--- src/core/fbsp_consts.svh ---
// fbsp_consts.svh: register offsets, field positions, reset values and
// protocol figures of the fieldbus slave parameter/buffer unit.
// assumes: included by bare name from the slave design file; the package does not include it.
`ifndef FBSP_CONSTS_SVH
`define FBSP_CONSTS_SVH

// ----------------------------------------------------------------
// register byte offsets
// ----------------------------------------------------------------
`define FBSP_OFS_CTRL      8'h00
`define FBSP_OFS_STATUS    8'h04
`define FBSP_OFS_SSA_ACK   8'h08
`define FBSP_OFS_PRM_ACK   8'h0c
`define FBSP_OFS_PARAM     8'h10
`define FBSP_OFS_IDENT     8'h14
`define FBSP_OFS_BUFS      8'h18
`define FBSP_OFS_CMD       8'h1c

// ----------------------------------------------------------------
// control bits, command bits
// ----------------------------------------------------------------
`define FBSP_CTL_EN        0
`define FBSP_CTL_SSA_DIS   1
`define FBSP_CTL_SYNC_SUP  2
`define FBSP_CTL_FRZ_SUP   3
`define FBSP_CMD_START     0
`define FBSP_CMD_IN_NEXT   1
`define FBSP_CMD_OUT_FETCH 2
`define FBSP_CMD_DIAG_SWAP 3
`define FBSP_CMD_CFGRB_SWP 4

// ----------------------------------------------------------------
// acknowledge codes
// ----------------------------------------------------------------
`define FBSP_ACK_DONE      2'b00
`define FBSP_ACK_CLASH     2'b01
`define FBSP_ACK_NOT_ALLOW 2'b11

// ----------------------------------------------------------------
// telegram field positions and limits
// ----------------------------------------------------------------
`define FBSP_B6_LOCK       7
`define FBSP_B6_UNLOCK     6
`define FBSP_B6_SYNC       5
`define FBSP_B6_FREEZE     4
`define FBSP_B6_WDON       3
`define FBSP_B13_EXT_EN    7
`define FBSP_B13_FAILSAFE  6
`define FBSP_B13_WDBASE    2
`define FBSP_MIN_DELAY     8'd11
`define FBSP_DELAY_FLOOR   8'd10
`define FBSP_DELAY_KEEP    8'h00
`define FBSP_MAX_ADDR      8'd125
`define FBSP_NO_CHANGE     8'hff
`define FBSP_SSA_MINLEN    8'd4
`define FBSP_PRM_MINLEN    8'd7
`define FBSP_PRM_EXTLEN    8'd7
`define FBSP_EXT_DEFAULT   1'b0

// ----------------------------------------------------------------
// buffer indices after reset, register bus response codes
// ----------------------------------------------------------------
`define FBSP_RST_OUT_U     2'h1
`define FBSP_RST_OUT_N     2'h2
`define FBSP_RST_OUT_C     2'h3
`define FBSP_RST_IN_U      2'h1
`define FBSP_RST_IN_N      2'h2
`define FBSP_AXI_OKAY      2'b00
`define FBSP_AXI_SLVERR    2'b10

`endif

--- src/core/fbsp_pkg.sv ---
// fbsp_pkg: types of the fieldbus slave parameter/buffer unit.
// assumes: nothing; it uses no macro of the constants header.
package fbsp_pkg;
  typedef enum logic [1:0] {
    FBSP_OFF  = 2'b00,
    FBSP_WPRM = 2'b01,
    FBSP_WCFG = 2'b10,
    FBSP_DEX  = 2'b11
  } fbsp_mode_t;

  typedef enum logic [2:0] {
    FBSP_TG_NONE  = 3'b000,
    FBSP_TG_OUT   = 3'b001,
    FBSP_TG_CLEAR = 3'b010,
    FBSP_TG_INSNT = 3'b011,
    FBSP_TG_SSA   = 3'b100,
    FBSP_TG_PRM   = 3'b101,
    FBSP_TG_CFG   = 3'b110
  } fbsp_tgkind_t;

  typedef enum logic [2:0] {
    FBSP_RSP_NONE  = 3'b000,
    FBSP_RSP_SACK  = 3'b001,
    FBSP_RSP_NOSRV = 3'b010,
    FBSP_RSP_NORES = 3'b011,
    FBSP_RSP_DATA  = 3'b100,
    FBSP_RSP_IGN   = 3'b101
  } fbsp_rsp_t;

  typedef struct packed {
    fbsp_tgkind_t kind;
    logic         restricted;
    logic         sizeOk;
    logic         cfgOk;
    logic [7:0]   netLen;
    logic [7:0]   srcAddr;
    logic [7:0]   b6, b7, b8, b9, b10, b11, b12, b13;
  } fbsp_tg_t;

  typedef struct packed {
    logic       valid;
    fbsp_rsp_t  code;
  } fbsp_resp_t;

  typedef struct packed {
    logic [1:0] outD, outU, outN, outC;
    logic       outNextFull;
    logic [1:0] inD, inU, inN;
    logic       inNextFull;
    logic       diagSel, cfgRbSel, ssaSel, prmSel, cfgSel;
  } fbsp_bufs_t;
endpackage

--- src/core/fbsp_slave.sv ---
// fbsp_slave: fieldbus slave parameter and exchange-buffer manager.
// assumes: medium access layer presents each telegram as a one-cycle
// event with decoded fields; software on AXI4-Lite; one 25 MHz clock.
//
// The placing of the registers and register access over AXI4-Lite were decided locally.
`timescale 1ns/100ps
`include "fbsp_consts.svh"

module fbsp_slave (
  input  wire logic                  clk,
  input  wire logic                  rst,
  input  wire fbsp_pkg::fbsp_tg_t    tg,
  input  wire logic                  wdExpired,
  output fbsp_pkg::fbsp_mode_t       slaveMode,
  output fbsp_pkg::fbsp_bufs_t       bufMap,
  output fbsp_pkg::fbsp_resp_t       mediumResp,
  output logic [7:0]                 stationAddr,
  output logic [7:0]                 respDelay,
  input  wire logic [7:0]            s_axi_awaddr,
  input  wire logic                  s_axi_awvalid,
  output logic                       s_axi_awready,
  input  wire logic [31:0]           s_axi_wdata,
  input  wire logic [3:0]            s_axi_wstrb,
  input  wire logic                  s_axi_wvalid,
  output logic                       s_axi_wready,
  output logic [1:0]                 s_axi_bresp,
  output logic                       s_axi_bvalid,
  input  wire logic                  s_axi_bready,
  input  wire logic [7:0]            s_axi_araddr,
  input  wire logic                  s_axi_arvalid,
  output logic                       s_axi_arready,
  output logic [31:0]                s_axi_rdata,
  output logic [1:0]                 s_axi_rresp,
  output logic                       s_axi_rvalid,
  input  wire logic                  s_axi_rready
);
  import fbsp_pkg::*;

  typedef struct packed {
    fbsp_mode_t  mode;
    logic        running;
    fbsp_bufs_t  bufs;
    fbsp_resp_t  resp;
    logic [7:0]  stationAddr, minDelay, respDelay;
    logic [7:0]  wdFact1, wdFact2, group, masterAddr;
    logic        wdOn, extEn, failSafe, wdBase;
    logic        notSupported, identFault, addrAdopted;
    logic [1:0]  ssaPend, prmPend, cfgPend;
    logic [3:0]  ctrl;
    logic [15:0] identExp;
    logic        awready, wready, awHeld, wHeld, bvalid;
    logic [7:0]  awAddr;
    logic [31:0] wData;
    logic [3:0]  wStrb;
    logic [1:0]  bresp, rresp;
    logic        arready, rvalid;
    logic [31:0] rdata;
  } fbsp_state_t;

  fbsp_state_t s;
  fbsp_state_t n;
  logic [4:0]  cmd;

  // two pending indications before a read means one was overtaken
  function automatic logic [1:0] ackCode(input logic [1:0] pend);
    if (pend == 2'h0)
      ackCode = `FBSP_ACK_NOT_ALLOW;
    else if (pend == 2'h1)
      ackCode = `FBSP_ACK_DONE;
    else
      ackCode = `FBSP_ACK_CLASH;
  endfunction

  function automatic logic [1:0] bump(input logic [1:0] pend);
    bump = (pend == 2'h2) ? 2'h2 : pend + 2'h1;
  endfunction

  // ----------------------------------------------------------------
  // next state
  // ----------------------------------------------------------------
  always_comb begin
    n = s;
    cmd = 5'h00;
    n.resp.valid = 1'b0;
    n.resp.code = FBSP_RSP_NONE;

    // register bus, write side
    if (s_axi_awvalid && s.awready) begin
      n.awHeld = 1'b1;
      n.awAddr = s_axi_awaddr;
    end
    if (s_axi_wvalid && s.wready) begin
      n.wHeld = 1'b1;
      n.wData = s_axi_wdata;
      n.wStrb = s_axi_wstrb;
    end
    if (s.bvalid && s_axi_bready)
      n.bvalid = 1'b0;
    if (s.awHeld && s.wHeld && !s.bvalid) begin
      n.awHeld = 1'b0;
      n.wHeld = 1'b0;
      n.bvalid = 1'b1;
      n.bresp = `FBSP_AXI_OKAY;
      case (s.awAddr)
        `FBSP_OFS_CTRL: begin
          if (s.wStrb[0])
            n.ctrl = s.wData[3:0];
        end
        `FBSP_OFS_IDENT: begin
          if (s.wStrb[0])
            n.identExp[7:0] = s.wData[7:0];
          if (s.wStrb[1])
            n.identExp[15:8] = s.wData[15:8];
        end
        `FBSP_OFS_CMD: begin
          if (s.wStrb[0])
            cmd = s.wData[4:0];
        end
        `FBSP_OFS_STATUS, `FBSP_OFS_SSA_ACK, `FBSP_OFS_PRM_ACK,
        `FBSP_OFS_PARAM, `FBSP_OFS_BUFS: begin
        end
        default: n.bresp = `FBSP_AXI_SLVERR;
      endcase
    end

    // register bus, read side; ack cells clear on read
    if (s.rvalid && s_axi_rready)
      n.rvalid = 1'b0;
    if (s_axi_arvalid && s.arready) begin
      n.rvalid = 1'b1;
      n.rresp = `FBSP_AXI_OKAY;
      n.rdata = 32'h0000_0000;
      case (s_axi_araddr)
        `FBSP_OFS_CTRL:   n.rdata[3:0] = s.ctrl;
        `FBSP_OFS_STATUS: n.rdata[15:0] = {s.cfgPend, s.prmPend, s.ssaPend,
                                           s.identFault, s.notSupported,
                                           s.addrAdopted, s.running, 2'b00,
                                           s.mode, 2'b00};
        `FBSP_OFS_SSA_ACK: begin
          n.rdata[1:0] = ackCode(s.ssaPend);
          n.ssaPend = 2'h0;
        end
        `FBSP_OFS_PRM_ACK: begin
          n.rdata[1:0] = ackCode(s.prmPend);
          n.prmPend = 2'h0;
        end
        `FBSP_OFS_PARAM:  n.rdata = {s.group, s.wdFact2, s.wdFact1, s.respDelay};
        `FBSP_OFS_IDENT:  n.rdata[15:0] = s.identExp;
        `FBSP_OFS_BUFS:   n.rdata[$bits(fbsp_bufs_t)-1:0] = s.bufs;
        default:          n.rresp = `FBSP_AXI_SLVERR;
      endcase
    end

    // ----------------------------------------------------------------
    // application commands
    // ----------------------------------------------------------------
    if (cmd[`FBSP_CMD_START] && s.ctrl[`FBSP_CTL_EN]) begin
      n.running = 1'b1;
      n.mode = FBSP_WPRM;
      n.ssaPend = 2'h0;
      n.addrAdopted = 1'b0;
    end
    if (cmd[`FBSP_CMD_IN_NEXT]) begin
      {n.bufs.inU, n.bufs.inN} = {n.bufs.inN, n.bufs.inU};
      n.bufs.inNextFull = 1'b1;
    end
    if (cmd[`FBSP_CMD_OUT_FETCH] && n.bufs.outNextFull) begin
      {n.bufs.outU, n.bufs.outN} = {n.bufs.outN, n.bufs.outU};
      n.bufs.outNextFull = 1'b0;
    end
    if (cmd[`FBSP_CMD_DIAG_SWAP])
      n.bufs.diagSel = !n.bufs.diagSel;
    if (cmd[`FBSP_CMD_CFGRB_SWP])
      n.bufs.cfgRbSel = !n.bufs.cfgRbSel;

    if (wdExpired && s.mode == FBSP_DEX && s.wdOn) begin
      n.mode = FBSP_WPRM;
      n.ssaPend = 2'h0;
      n.addrAdopted = 1'b0;
    end

    // ----------------------------------------------------------------
    // telegrams from the medium access layer
    // ----------------------------------------------------------------
    if (tg.kind != FBSP_TG_NONE && s.running) begin
      n.resp.valid = 1'b1;
      if (tg.restricted && s.mode != FBSP_DEX) begin
        n.resp.code = FBSP_RSP_IGN;
      end else begin
        case (tg.kind)
          FBSP_TG_OUT: begin
            {n.bufs.outD, n.bufs.outN} = {n.bufs.outN, n.bufs.outD};
            n.bufs.outNextFull = 1'b1;
            n.resp.code = FBSP_RSP_DATA;
          end
          FBSP_TG_CLEAR: begin
            {n.bufs.outU, n.bufs.outC} = {n.bufs.outC, n.bufs.outU};
            n.resp.code = FBSP_RSP_DATA;
          end
          FBSP_TG_INSNT: begin
            if (n.bufs.inNextFull) begin
              {n.bufs.inD, n.bufs.inN} = {n.bufs.inN, n.bufs.inD};
              n.bufs.inNextFull = 1'b0;
            end
            n.resp.code = FBSP_RSP_DATA;
          end
          FBSP_TG_SSA: begin
            if (s.ctrl[`FBSP_CTL_SSA_DIS]) begin
              n.resp.code = FBSP_RSP_NOSRV;
            end else if (!tg.sizeOk) begin
              n.resp.code = FBSP_RSP_NORES;
            end else if (s.addrAdopted) begin
              n.resp.code = FBSP_RSP_IGN;
            end else begin
              n.resp.code = FBSP_RSP_SACK;
              n.stationAddr = tg.b6;
              n.addrAdopted = 1'b1;
              if (s.mode != FBSP_WCFG && s.mode != FBSP_DEX &&
                  tg.netLen >= `FBSP_SSA_MINLEN && tg.b9 != `FBSP_NO_CHANGE &&
                  tg.b6 <= `FBSP_MAX_ADDR && {tg.b7, tg.b8} == s.identExp) begin
                n.bufs.ssaSel = !n.bufs.ssaSel;
                n.ssaPend = bump(n.ssaPend);
              end
            end
          end
          FBSP_TG_PRM: begin
            if (tg.netLen < `FBSP_PRM_MINLEN) begin
              n.resp.code = FBSP_RSP_IGN;
            end else begin
              n.resp.code = FBSP_RSP_SACK;
              n.identFault = 1'b0;
              n.notSupported = 1'b0;
              if ((tg.b6[`FBSP_B6_SYNC] && !s.ctrl[`FBSP_CTL_SYNC_SUP]) ||
                  (tg.b6[`FBSP_B6_FREEZE] && !s.ctrl[`FBSP_CTL_FRZ_SUP])) begin
                n.notSupported = 1'b1;
                n.mode = FBSP_WPRM;
              end else if ({tg.b10, tg.b11} != s.identExp) begin
                n.identFault = 1'b1;
                n.mode = FBSP_WPRM;
              end else if (tg.b6[`FBSP_B6_UNLOCK]) begin
                n.mode = FBSP_WPRM;
              end else if (!tg.b6[`FBSP_B6_LOCK]) begin
                n.mode = FBSP_WCFG;
                if (tg.b9 != `FBSP_DELAY_KEEP)
                  n.minDelay = tg.b9;
              end else begin
                n.mode = FBSP_WCFG;
                n.wdOn = tg.b6[`FBSP_B6_WDON];
                n.wdFact1 = tg.b7;
                n.wdFact2 = tg.b8;
                n.group = tg.b12;
                n.masterAddr = tg.srcAddr;
                if (tg.b9 > `FBSP_DELAY_FLOOR)
                  n.minDelay = tg.b9;
                // byte 13 taken only when netLen exceeds FBSP_PRM_EXTLEN; shorter telegrams load the defaults
                if (tg.netLen > `FBSP_PRM_EXTLEN) begin
                  n.extEn = tg.b13[`FBSP_B13_EXT_EN];
                  n.failSafe = tg.b13[`FBSP_B13_FAILSAFE];
                  n.wdBase = tg.b13[`FBSP_B13_WDBASE];
                end else begin
                  n.extEn = `FBSP_EXT_DEFAULT;
                  n.failSafe = `FBSP_EXT_DEFAULT;
                  n.wdBase = `FBSP_EXT_DEFAULT;
                end
                n.bufs.prmSel = !n.bufs.prmSel;
                n.prmPend = bump(n.prmPend);
              end
            end
          end
          FBSP_TG_CFG: begin
            if (tg.srcAddr == s.masterAddr && tg.cfgOk) begin
              n.resp.code = FBSP_RSP_SACK;
              n.bufs.cfgSel = !n.bufs.cfgSel;
              n.cfgPend = bump(n.cfgPend);
              if (s.mode == FBSP_WCFG)
                n.mode = FBSP_DEX;
            end else begin
              n.resp.code = FBSP_RSP_IGN;
            end
          end
          default: n.resp.code = FBSP_RSP_IGN;
        endcase
      end
    end

    // disabling wins over the mode any telegram sets in the same cycle
    if (!n.ctrl[`FBSP_CTL_EN]) begin
      n.running = 1'b0;
      n.mode = FBSP_OFF;
    end
    if (s.mode == FBSP_DEX && n.mode != FBSP_DEX)
      {n.bufs.outU, n.bufs.outC} = {n.bufs.outC, n.bufs.outU};

    n.respDelay = (n.minDelay < `FBSP_MIN_DELAY) ? `FBSP_MIN_DELAY : n.minDelay;
    n.awready = !n.awHeld;
    n.wready = !n.wHeld;
    n.arready = !n.rvalid;
  end

  // ----------------------------------------------------------------
  // state register
  // ----------------------------------------------------------------
  always_ff @(posedge clk) begin
    if (rst) begin
      s <= '0;
      s.bufs.outU <= `FBSP_RST_OUT_U;
      s.bufs.outN <= `FBSP_RST_OUT_N;
      s.bufs.outC <= `FBSP_RST_OUT_C;
      s.bufs.inU <= `FBSP_RST_IN_U;
      s.bufs.inN <= `FBSP_RST_IN_N;
      s.respDelay <= `FBSP_MIN_DELAY;
    end else begin
      s <= n;
    end
  end

  assign slaveMode = s.mode;
  assign bufMap = s.bufs;
  assign mediumResp = s.resp;
  assign stationAddr = s.stationAddr;
  assign respDelay = s.respDelay;
  assign s_axi_awready = s.awready;
  assign s_axi_wready = s.wready;
  assign s_axi_bresp = s.bresp;
  assign s_axi_bvalid = s.bvalid;
  assign s_axi_arready = s.arready;
  assign s_axi_rdata = s.rdata;
  assign s_axi_rresp = s.rresp;
  assign s_axi_rvalid = s.rvalid;

  logic tgLive;
  assign tgLive = tg.kind != FBSP_TG_NONE && s.running && s.ctrl[`FBSP_CTL_EN];
endmodule
--- config.mk ---
export PLATFORM = sky130hd
export DESIGN_NAME = fbsp_slave
export DESIGN_NICKNAME = d
export VERILOG_FILES = /design/src/core/fbsp_pkg.sv /design/src/core/fbsp_slave.sv
export VERILOG_INCLUDE_DIRS = /design/src /design/src/core
export SDC_FILE = /design/constraint.sdc
export NUM_CORES = 1
export LEC_CHECK = 0
export ABC_AREA = 1
export BUFFER_PORTS_ARGS = -buffer_cell sky130_fd_sc_hd__buf_2
export CAP_MARGIN = 20
export CORE_MARGIN = 4
export CORE_UTILIZATION = 28
export CTS_CLUSTER_DIAMETER = 80
export DETAILED_ROUTE_END_ITERATION = 8
export GPL_TIMING_DRIVEN = 0
export SLEW_MARGIN = 30
export SYNTH_ARGS = -nofsm -noshare
export SYNTH_HDL_FRONTEND = slang
export SYNTH_SLANG_ARGS = --single-unit
--- constraint.sdc ---
create_clock -name clk -period 6.1 [get_ports clk]
set_clock_uncertainty 0.15 [all_clocks]
set_input_delay 1.525 -clock clk [delete_from_list [all_inputs] [get_ports clk]]
set_output_delay 1.525 -clock clk [all_outputs]
set_load 0.05 [all_outputs]
# After elaboration in Yosys (flattened, before gate mapping)

Index checks and enable logic that the tools add are counted.

Register bits: 183
Bits of input ports: 146
Output and inout bits: 84
Logic and storage cells: 260

Add/subtract/negate cells: 3
Order comparisons: 5
Equal/unequal tests: 33
Mux-type cells: 102
Bitwise logic cells: 9
Reductions and logical operators: 58

Operators by type and width:

| operator                                      | number |
|---|---|
| 2-to-1 mux 8 bit                              | 14 |
| 2-to-1 mux 2 bit                              | 34 |
| 2-to-1 mux 3 bit                              | 20 |
| == test 8 x 5 -> 1 bit, second input constant | 7 |
| case mux 12 bit (4 select lines)              | 1 |
| 2-to-1 mux 33 bit                             | 1 |
| == test 8 x 4 -> 1 bit, second input constant | 4 |
| 2-to-1 mux 16 bit                             | 2 |
| logical AND 1 bit                             | 22 |
| 2-to-1 mux 20 bit                             | 1 |
| 2-to-1 mux 9 bit                              | 2 |
| 2-to-1 mux 17 bit                             | 1 |
| == test 16 bit                                | 1 |
| == test 8 x 3 -> 1 bit, second input constant | 2 |
| zero test 8 bit                               | 2 |
| inequality test 16 bit                        | 1 |
| 2-to-1 mux 5 bit                              | 3 |
| 2-to-1 mux 7 bit                              | 2 |
| 2-to-1 mux 1 bit                              | 13 |
| case mux 2 bit (6 select lines)               | 1 |
| case mux 3 bit (4 select lines)               | 1 |
| AND reduction 3 bit                           | 4 |
| AND reduction 4 bit                           | 3 |
| zero test 1 bit                               | 11 |
| 32 further kinds                              | 57 |

# Depth between registers and ports, before layout

Gate-level depths: netlist of run 1.

Depth in word-level cells: 15
Depth in mapped cells: 17
Gate-level depth less buffers: 17

# Worst setup path after synthesis of run 1

No wires, ideal clock.

Path type: input port to flip-flop
Start: input s_axi_araddr[7]
End: register s[112] (netlist name)
Library setup time: 0.116 ns
Arrival time: 2.960 ns
Required time: 5.834 ns
Setup slack: 2.874 ns
Stages on the path: 9
Path buffers: 0
Cell sequence: or2_2 nor3_1 nand4_1 o21ai_0 nor3_1 inv_1 ha_1 nor2_1 nor2_1

Longest elaborated chain between the ends: 14
Elaborated cells on any way between the ends: 15
Those cells by class: add/sub (1); eq/ne (2); mux (12)

RTL lines:

| what                                                         | RTL line          | RTL |
|---|---|---|
| start, declared                                              | fbsp_slave.sv:29  | `input wire logic [7:0] s_axi_araddr,` |
| == test 8 x 4 -> 1 bit (*)                                   | fbsp_slave.sv:133 | `case (s_axi_araddr)` |
| 2-to-1 mux 2 bit (*)                                         | fbsp_slave.sv:133 |  |
| 2-to-1 mux 4 bit (*)                                         | fbsp_slave.sv:129 | `if (s_axi_arvalid && s.arready) begin` |
| 2-to-1 mux 3 bit (*)                                         | fbsp_slave.sv:157 | `` if (cmd[`FBSP_CMD_START] && s.ctrl[`FBSP_CTL_EN]) begin `` |
| 2-to-1 mux 3 bit (*)                                         | fbsp_slave.sv:176 | `if (wdExpired && s.mode == FBSP_DEX && s.wdOn) begin` |
| adder 2 x 1 -> 2 bit / == test 2 bit (equally long branches) | fbsp_slave.sv:75  | `bump = (pend == 2'h2) ? 2'h2 : pend + 2'h1;` |
| 2-to-1 mux 2 bit                                             | fbsp_slave.sv:75  |  |
| 2-to-1 mux 2 bit                                             | fbsp_slave.sv:218 | `if (s.mode != FBSP_WCFG && s.mode != FBSP_DEX &&` |
| 2-to-1 mux 3 bit                                             | fbsp_slave.sv:212 | `end else if (s.addrAdopted) begin` |
| 2-to-1 mux 3 bit                                             | fbsp_slave.sv:210 | `end else if (!tg.sizeOk) begin` |
| 2-to-1 mux 3 bit                                             | fbsp_slave.sv:208 | `` if (s.ctrl[`FBSP_CTL_SSA_DIS]) begin `` |
| 2-to-1 mux 3 bit                                             | fbsp_slave.sv:190 | `case (tg.kind)` |
| 2-to-1 mux 7 bit                                             | fbsp_slave.sv:187 | `if (tg.restricted && s.mode != FBSP_DEX) begin` |
| 2-to-1 mux 7 bit (*)                                         | fbsp_slave.sv:185 | `if (tg.kind != FBSP_TG_NONE && s.running) begin` |
| end signal, assigned                                         | fbsp_slave.sv:313 | `s <= n;` |
| end, declared                                                | fbsp_slave.sv:60  | `fbsp_state_t s;` |

Mark *: on every way between the ends. The rest lies on a longest branch, timed or not.
A chain may end at the register's enable or synchronous reset.

==> metrics, run 1 <==
top-area cell type share of the netlist area=40.2%; reg2reg start=s[124]; Final period util=57.4%; Seq/Total Area, Yosys=40.2%; DRC Markers=0; logic gate share of total power=9.8%; DR iter-0 viols=644; status=completed; hpwl dp=25.4 mm; TritonCTS clock tree=done; min Tclk post-route=3500 ps; Layout Nets=1616; placed cell area=0.0105 mm²; Post-CTS Setup Bufs=0; gpl congestion=0.963; Clock Sinks=181; Seq pwr share=47.3%; Synth area leaders=dfxtp_1 (40%), nand2_1 (9.5%), nor2_1 (7.6%); Post-synth EDFFs=0; initial core utilization=28.5%; post-synthesis sequential element count=181; Worst EP required=6310 ps; I/O pin count=230; Net Sw Power=0.695 mW; worst-path cell chain=clkbuf_1 -> inv_1 -> clkbuf_1 -> clkbuf_1 -> o21ai_0 -> a21oi_1; layout cell share with drive strength beyond 1=26.8%; final WL=31.2 mm; endpoints failing setup=0; post-synth top area cell=dfxtp_1; Non-Filler Instances=1889; Die W=187 µm; worst hold path class=reg2reg; Crit path largest cell delay=740 ps; Pre-Repair DR Iteration Count=6; gr ovfl total=0; area of the core=0.0316 mm²; final core occ=35.2%; final setup TNS=0 ps; Sw Share=26.9%; CP max FO=10; Routed WL per cell=16.5 µm; CTS Hold Bufs=0; clk slew on worst S/H paths=70 ps; clock buffer count from CTS=17; total of warnings raised by yosys=0; Syn Inst Count=1247; via count=8710; vias in the first global route=8447; internal power=1.89 mW; Netlist cell types=49; unrepaired setup endpoints after global routing=false; chip height=187 µm; worst slew pin tran=892 ps; Root Buffer=clkbuf_16; mapped cell area=0.00901 mm²; Async SR Flop Fraction=0%; number of core rows=65; Max Fclk=286 MHz; Lkg Pwr=5.02 nW; Worst Hold Margin=308 ps; Worst Path Arrival=3710 ps; first-pass GRT wire length=47.5 mm; most frequent cells after synthesis=nand2_1 (227), nor2_1 (182), dfxtp_1 (181); Global Route Usage Sum=17.4%; syn_area_per_cell=7.22 µm²; clock share of power=42.9%; most common cell in the netlist=nand2_1; Slowest-stage cell, CP=clkbuf_1; Fin. Hold Viols=0; placed insts=1850; Peak supply drop=0.156 mV; largest net degree at the start of global routing=18; Worst Setup SP=rst; initial antenna violation count=9; post-cts repair resize count=0; max_cap viols=0; CP most frequent cell=clkbuf_1; Hold Startpoint=s[131]; ys flop type=dfxtp_1; crit-path leading delay family=buffers and inverters; fin area=0.0111 mm²; number of routed nets with antenna violations=0; CTS H-tree lvls=4; die area=0.0351 mm²; pwr dens=232 mW/mm²; drt via density=4.61; Buf/Inv on CP=4; Slew Limit Headroom=40.5%; Worst-Skew Late Latency=430 ps; I/O Buffers=200; maximum root-to-sink buffer count=2; Final Max Slew Viols=0; CP Class=in2reg; area delta synth->final=23.5%; crit start category=input port; critical path endpoint category=register
layout make-up:
class | count | area, µm²
inverter | 165 | 622
clock buffer | 19 | 453
antenna | 7 | 17.5
sequential | 181 | 3620
clock inverter | 13 | 135
timing repair buffer | 200 | 1000
fill | 3408 | 20500
buffer | 122 | 788
tap | 402 | 503
multi-input combinational | 780 | 3980
state kept, by name (all words and copies together), names as in the netlist:
register / count
s_axi_arready: 1
s_axi_bresp: 1
s_axi_rdata: 32
s_axi_rvalid: 1
slaveMode: 2
stationAddr: 8
bufMap: 21
mediumResp: 4
s_axi_rresp: 1
s_axi_awready: 1
respDelay: 8
s: 99
s_axi_bvalid: 1
s_axi_wready: 1
layer usage:
layer	routed length (µm)	vias up	global-route usage, %
met5	23	-	0
met4	1260	4	8.28
met3	1960	54	3.68
met2	14000	301	27.4
met1	13900	3933	22.7
li1	-	4418	-
power by group through the flow:
stage | clock, mW | sequential, mW | combinational (mW)
after global routing | 1.18 | 1.22 | 0.279
after floorplan | 0 | 1.25 | 0.146
after global placement | 0 | 1.25 | 0.251
after detailed placement | 0 | 1.25 | 0.253
after CTS | 1.13 | 1.22 | 0.254
final | 1.11 | 1.22 | 0.254
kinds of logic after synthesis:
| logic type | synth area share, % |
|---|---|
| and+or+nand+nor | 24.2 |
| buffers and inverters | 15.7 |
| AOI/OAI and AO/OA | 18.3 |
| DFF | 40.2 |
| xor gates and xnor gates | 0.875 |
| adders and majority gates | 0.417 |
| muxes | 0.278 |
| other | 0.0416 |
cell usage in the layout, fill, tap and decap left out, drive strengths merged, types with 6 or more instances in the layout:
cell	count
nand3	27
clkbuf	49
a211oi	40
dfxtp	181
diode	7
xor2	7
o21ai	94
nor4	6
inv	169
nand2	236
a21oi	76
nand4	11
nor3	38
o2111ai	11
nor2	189
buf	292
o22ai	6
o221ai	7
through the flow:
stage	setup WS, ps	power, mW
floorplan	2870	1.40
global placement	2170	1.50
detailed placement	2190	1.50
CTS	2620	2.61
global route	2490	2.68
finish	2600	2.58
worst reg2reg max path: cells and delay by family, from the launching register on:
family	cells	cell delay (ps)
AND/OR/NAND/NOR	7	850
XOR/XNOR	1	160
flip-flops	1	320
AO/OA/AOI/OAI	2	840
worst paths after layout:
path | endpoint | slack [ps] | cells past startpoint
setup / recovery | s[110] | 2600 | 6
hold / removal | s_axi_rdata[27] | 310 | 2
hold reg to reg | s_axi_rdata[27] | 310 | 2
setup reg to reg | bufMap[14] | 3640 | 10
No activity file was read; power rests on OpenSTA's default activity.
==> inputs of run 2 (changes only) <==
ABC_AREA = 0   (was 1)
clock period = 3.64 ns   (was 6.1 ns; I/O delays follow)
==> run 2 against run 1 <==
Compared with the run above:
- count of clock-buffer cells in the layout fell by 1
- register-to-register slack got worse by 3000 ps
- die area is 5.5% lower
- wire length decreased by 5.3%
- synthesized area decreased by 5.7%
- hold slack worse by 5.0 ps
- setup slack got worse by 2100 ps
- largest cell class unchanged
- synthesized cell count decreased by 19%
- sequential cell count unchanged
- via count shrank 11%
- clock power is 68% higher
- core utilization is 0.32 points higher
==> metrics, run 2 <==
status=completed; max_cap viols=0; number of core rows=63; hpwl dp=23.3 mm; number of routed nets with antenna violations=0; area of the core=0.0298 mm²; clock buffer count from CTS=17; Non-Filler Instances=1636; syn_area_per_cell=8.38 µm²; unrepaired setup endpoints after global routing=false; Syn Inst Count=1013; worst slew pin tran=868 ps; final setup TNS=0 ps; Netlist cell types=63; CTS H-tree lvls=4; gr ovfl total=0; Clock Sinks=181; placed insts=1602; Worst-Skew Late Latency=440 ps; Peak supply drop=0.275 mV; Tot Pwr=4.22 mW; Die W=182 µm; Worst R2R End=s[134]; Worst Path Arrival=3330 ps; endpoints failing setup=0; max reg flops=99; area delta synth->final=24.5%; Worst EP required=3800 ps; Worst Hold Margin=303 ps; CTS Hold Bufs=0; pre-CTS setup slack=92.9 ps; Reg with most FFs=s; post-synthesis sequential element count=181; mapped cell area=0.00849 mm²; Synth area leaders=dfxtp_1 (43%), nand2_1 (8.2%), buf_4 (7.0%); R2R Setup Slk=640 ps; Slew Limit Headroom=42.1%; CP max FO=10; reg2reg start=s[89]; Routed WL per cell=18.0 µm; layout cell share with drive strength beyond 1=27.0%; Hold Startpoint=s[148]; Final period util=87.3%; crit start category=input port; Global Route Usage Sum=17.1%; CP Class=in2reg; die area=0.0332 mm²; largest net degree at the start of global routing=17; top-area cell type share of the netlist area=42.7%; commonest non-fill, non-tap cells in the layout=buf_2 (203), nand2_1 (185), dfxtp_1 (181); Lkg Pwr=4.36 nW; total of warnings raised by yosys=0; Post-synth EDFFs=0; worst hold path class=reg2reg; Async SR Flop Fraction=0%; drt via density=4.71; Pre-Repair DR Iteration Count=5; most common cell after layout, fill and taps aside=buf_2; pwr dens=400 mW/mm²; DRC Markers=0; most frequent cells after synthesis=nand2_1 (185), dfxtp_1 (181), nor2_1 (92); gpl congestion=0.908; Final Max Slew Viols=0; DR iter-0 viols=501; Max Fclk=315 MHz; maximum root-to-sink buffer count=2; initial antenna violation count=5; R2R depth=9; fin area=0.0106 mm²; Hold Path End=s[148]; first-pass GRT wire length=43.5 mm; I/O pin count=230; post-synth top area cell=dfxtp_1; post-cts repair resize count=0; final core occ=35.5%; # fillers=3144; Seq/Total Area, Yosys=42.7%; hold depth=2; Root Buffer=clkbuf_16; TritonCTS clock tree=done; Layout Nets=1380; I/O Buffers=198; min Tclk post-route=3180 ps; final setup margin=462 ps; Post-CTS Setup Bufs=0; placed cell area=0.00997 mm²; ys flop type=dfxtp_1; critical path endpoint category=register; final WL=29.5 mm; vias in the first global route=7397; via count=7713; chip height=182 µm; initial core utilization=28.5%; clk slew on worst S/H paths=80 ps; Fin. Hold Viols=0; most common cell in the netlist=nand2_1
-- run 2: worst max path at each step --
stage	startpoint	to	slack (ps)	cells past startpoint
4_1_cts	tg[26]	s[134]	550	10
2_1_floorplan	tg[78]	bufMap[18]	580	6
3_5_place_dp	s_axi_araddr[2]	s_axi_rdata[9]	90	7
5_1_grt	tg[26]	s[134]	350	10
6_report	s_axi_araddr[2]	s_axi_rdata[9]	460	7
3_3_place_gp	s_axi_araddr[2]	s_axi_rdata[8]	120	7
-- run 2: where the power goes --
part,switching [mW],internal (mW),total [mW]
clock,0.833,1.04,1.87
sequential,0.0197,2.00,2.02
combinational,0.213,0.116,0.329
total,1.07,3.16,4.22
-- run 2: kinds of logic after synthesis --
| family | after synthesis | synth area share, % |
|---|---|---|
| AO/OA/AOI/OAI | 195 | 14.1 |
| XOR/XNOR | 46 | 4.97 |
| adder cells (fa/ha/maj) | 3 | 0.442 |
| buffers and inverters | 146 | 10.0 |
| flip-flops | 181 | 42.7 |
| multiplexers | 62 | 7.53 |
| other | 1 | 0.0442 |
| AND/OR/NAND/NOR | 379 | 20.2 |
-- run 2: layer usage --
metal	share of wire, %	routed length, µm	up-vias	global-route usage (%)
li1	-	-	3844	-
met1	45	13300	3562	22.4
met2	47	13700	253	28.0
met3	5.6	1650	48	3.37
met4	2.8	817	6	6.27
met5	0.15	45	-	0
-- run 2: final cells by class --
class                   instances  area [µm²]  area share [%]
multi-input cells             687        4020            38.0
flip-flops and latches        181        3620            34.3
repair buffers                198         991            9.38
plain buffers                 129         788            7.46
well taps                     390         488            4.62
clock buffers                  18         439            4.16
clock inverters                13         149            1.41
inverters                      17        63.8           0.604
diodes                          3        7.51          0.0710
-- run 2: critical path: stages --
cell	delay, ps
clkbuf_1	590
buf_1	720
mux2i_1	520
o21ai_0	140
a22oi_1	200
a2bb2oi_1	190
nor2_1	50
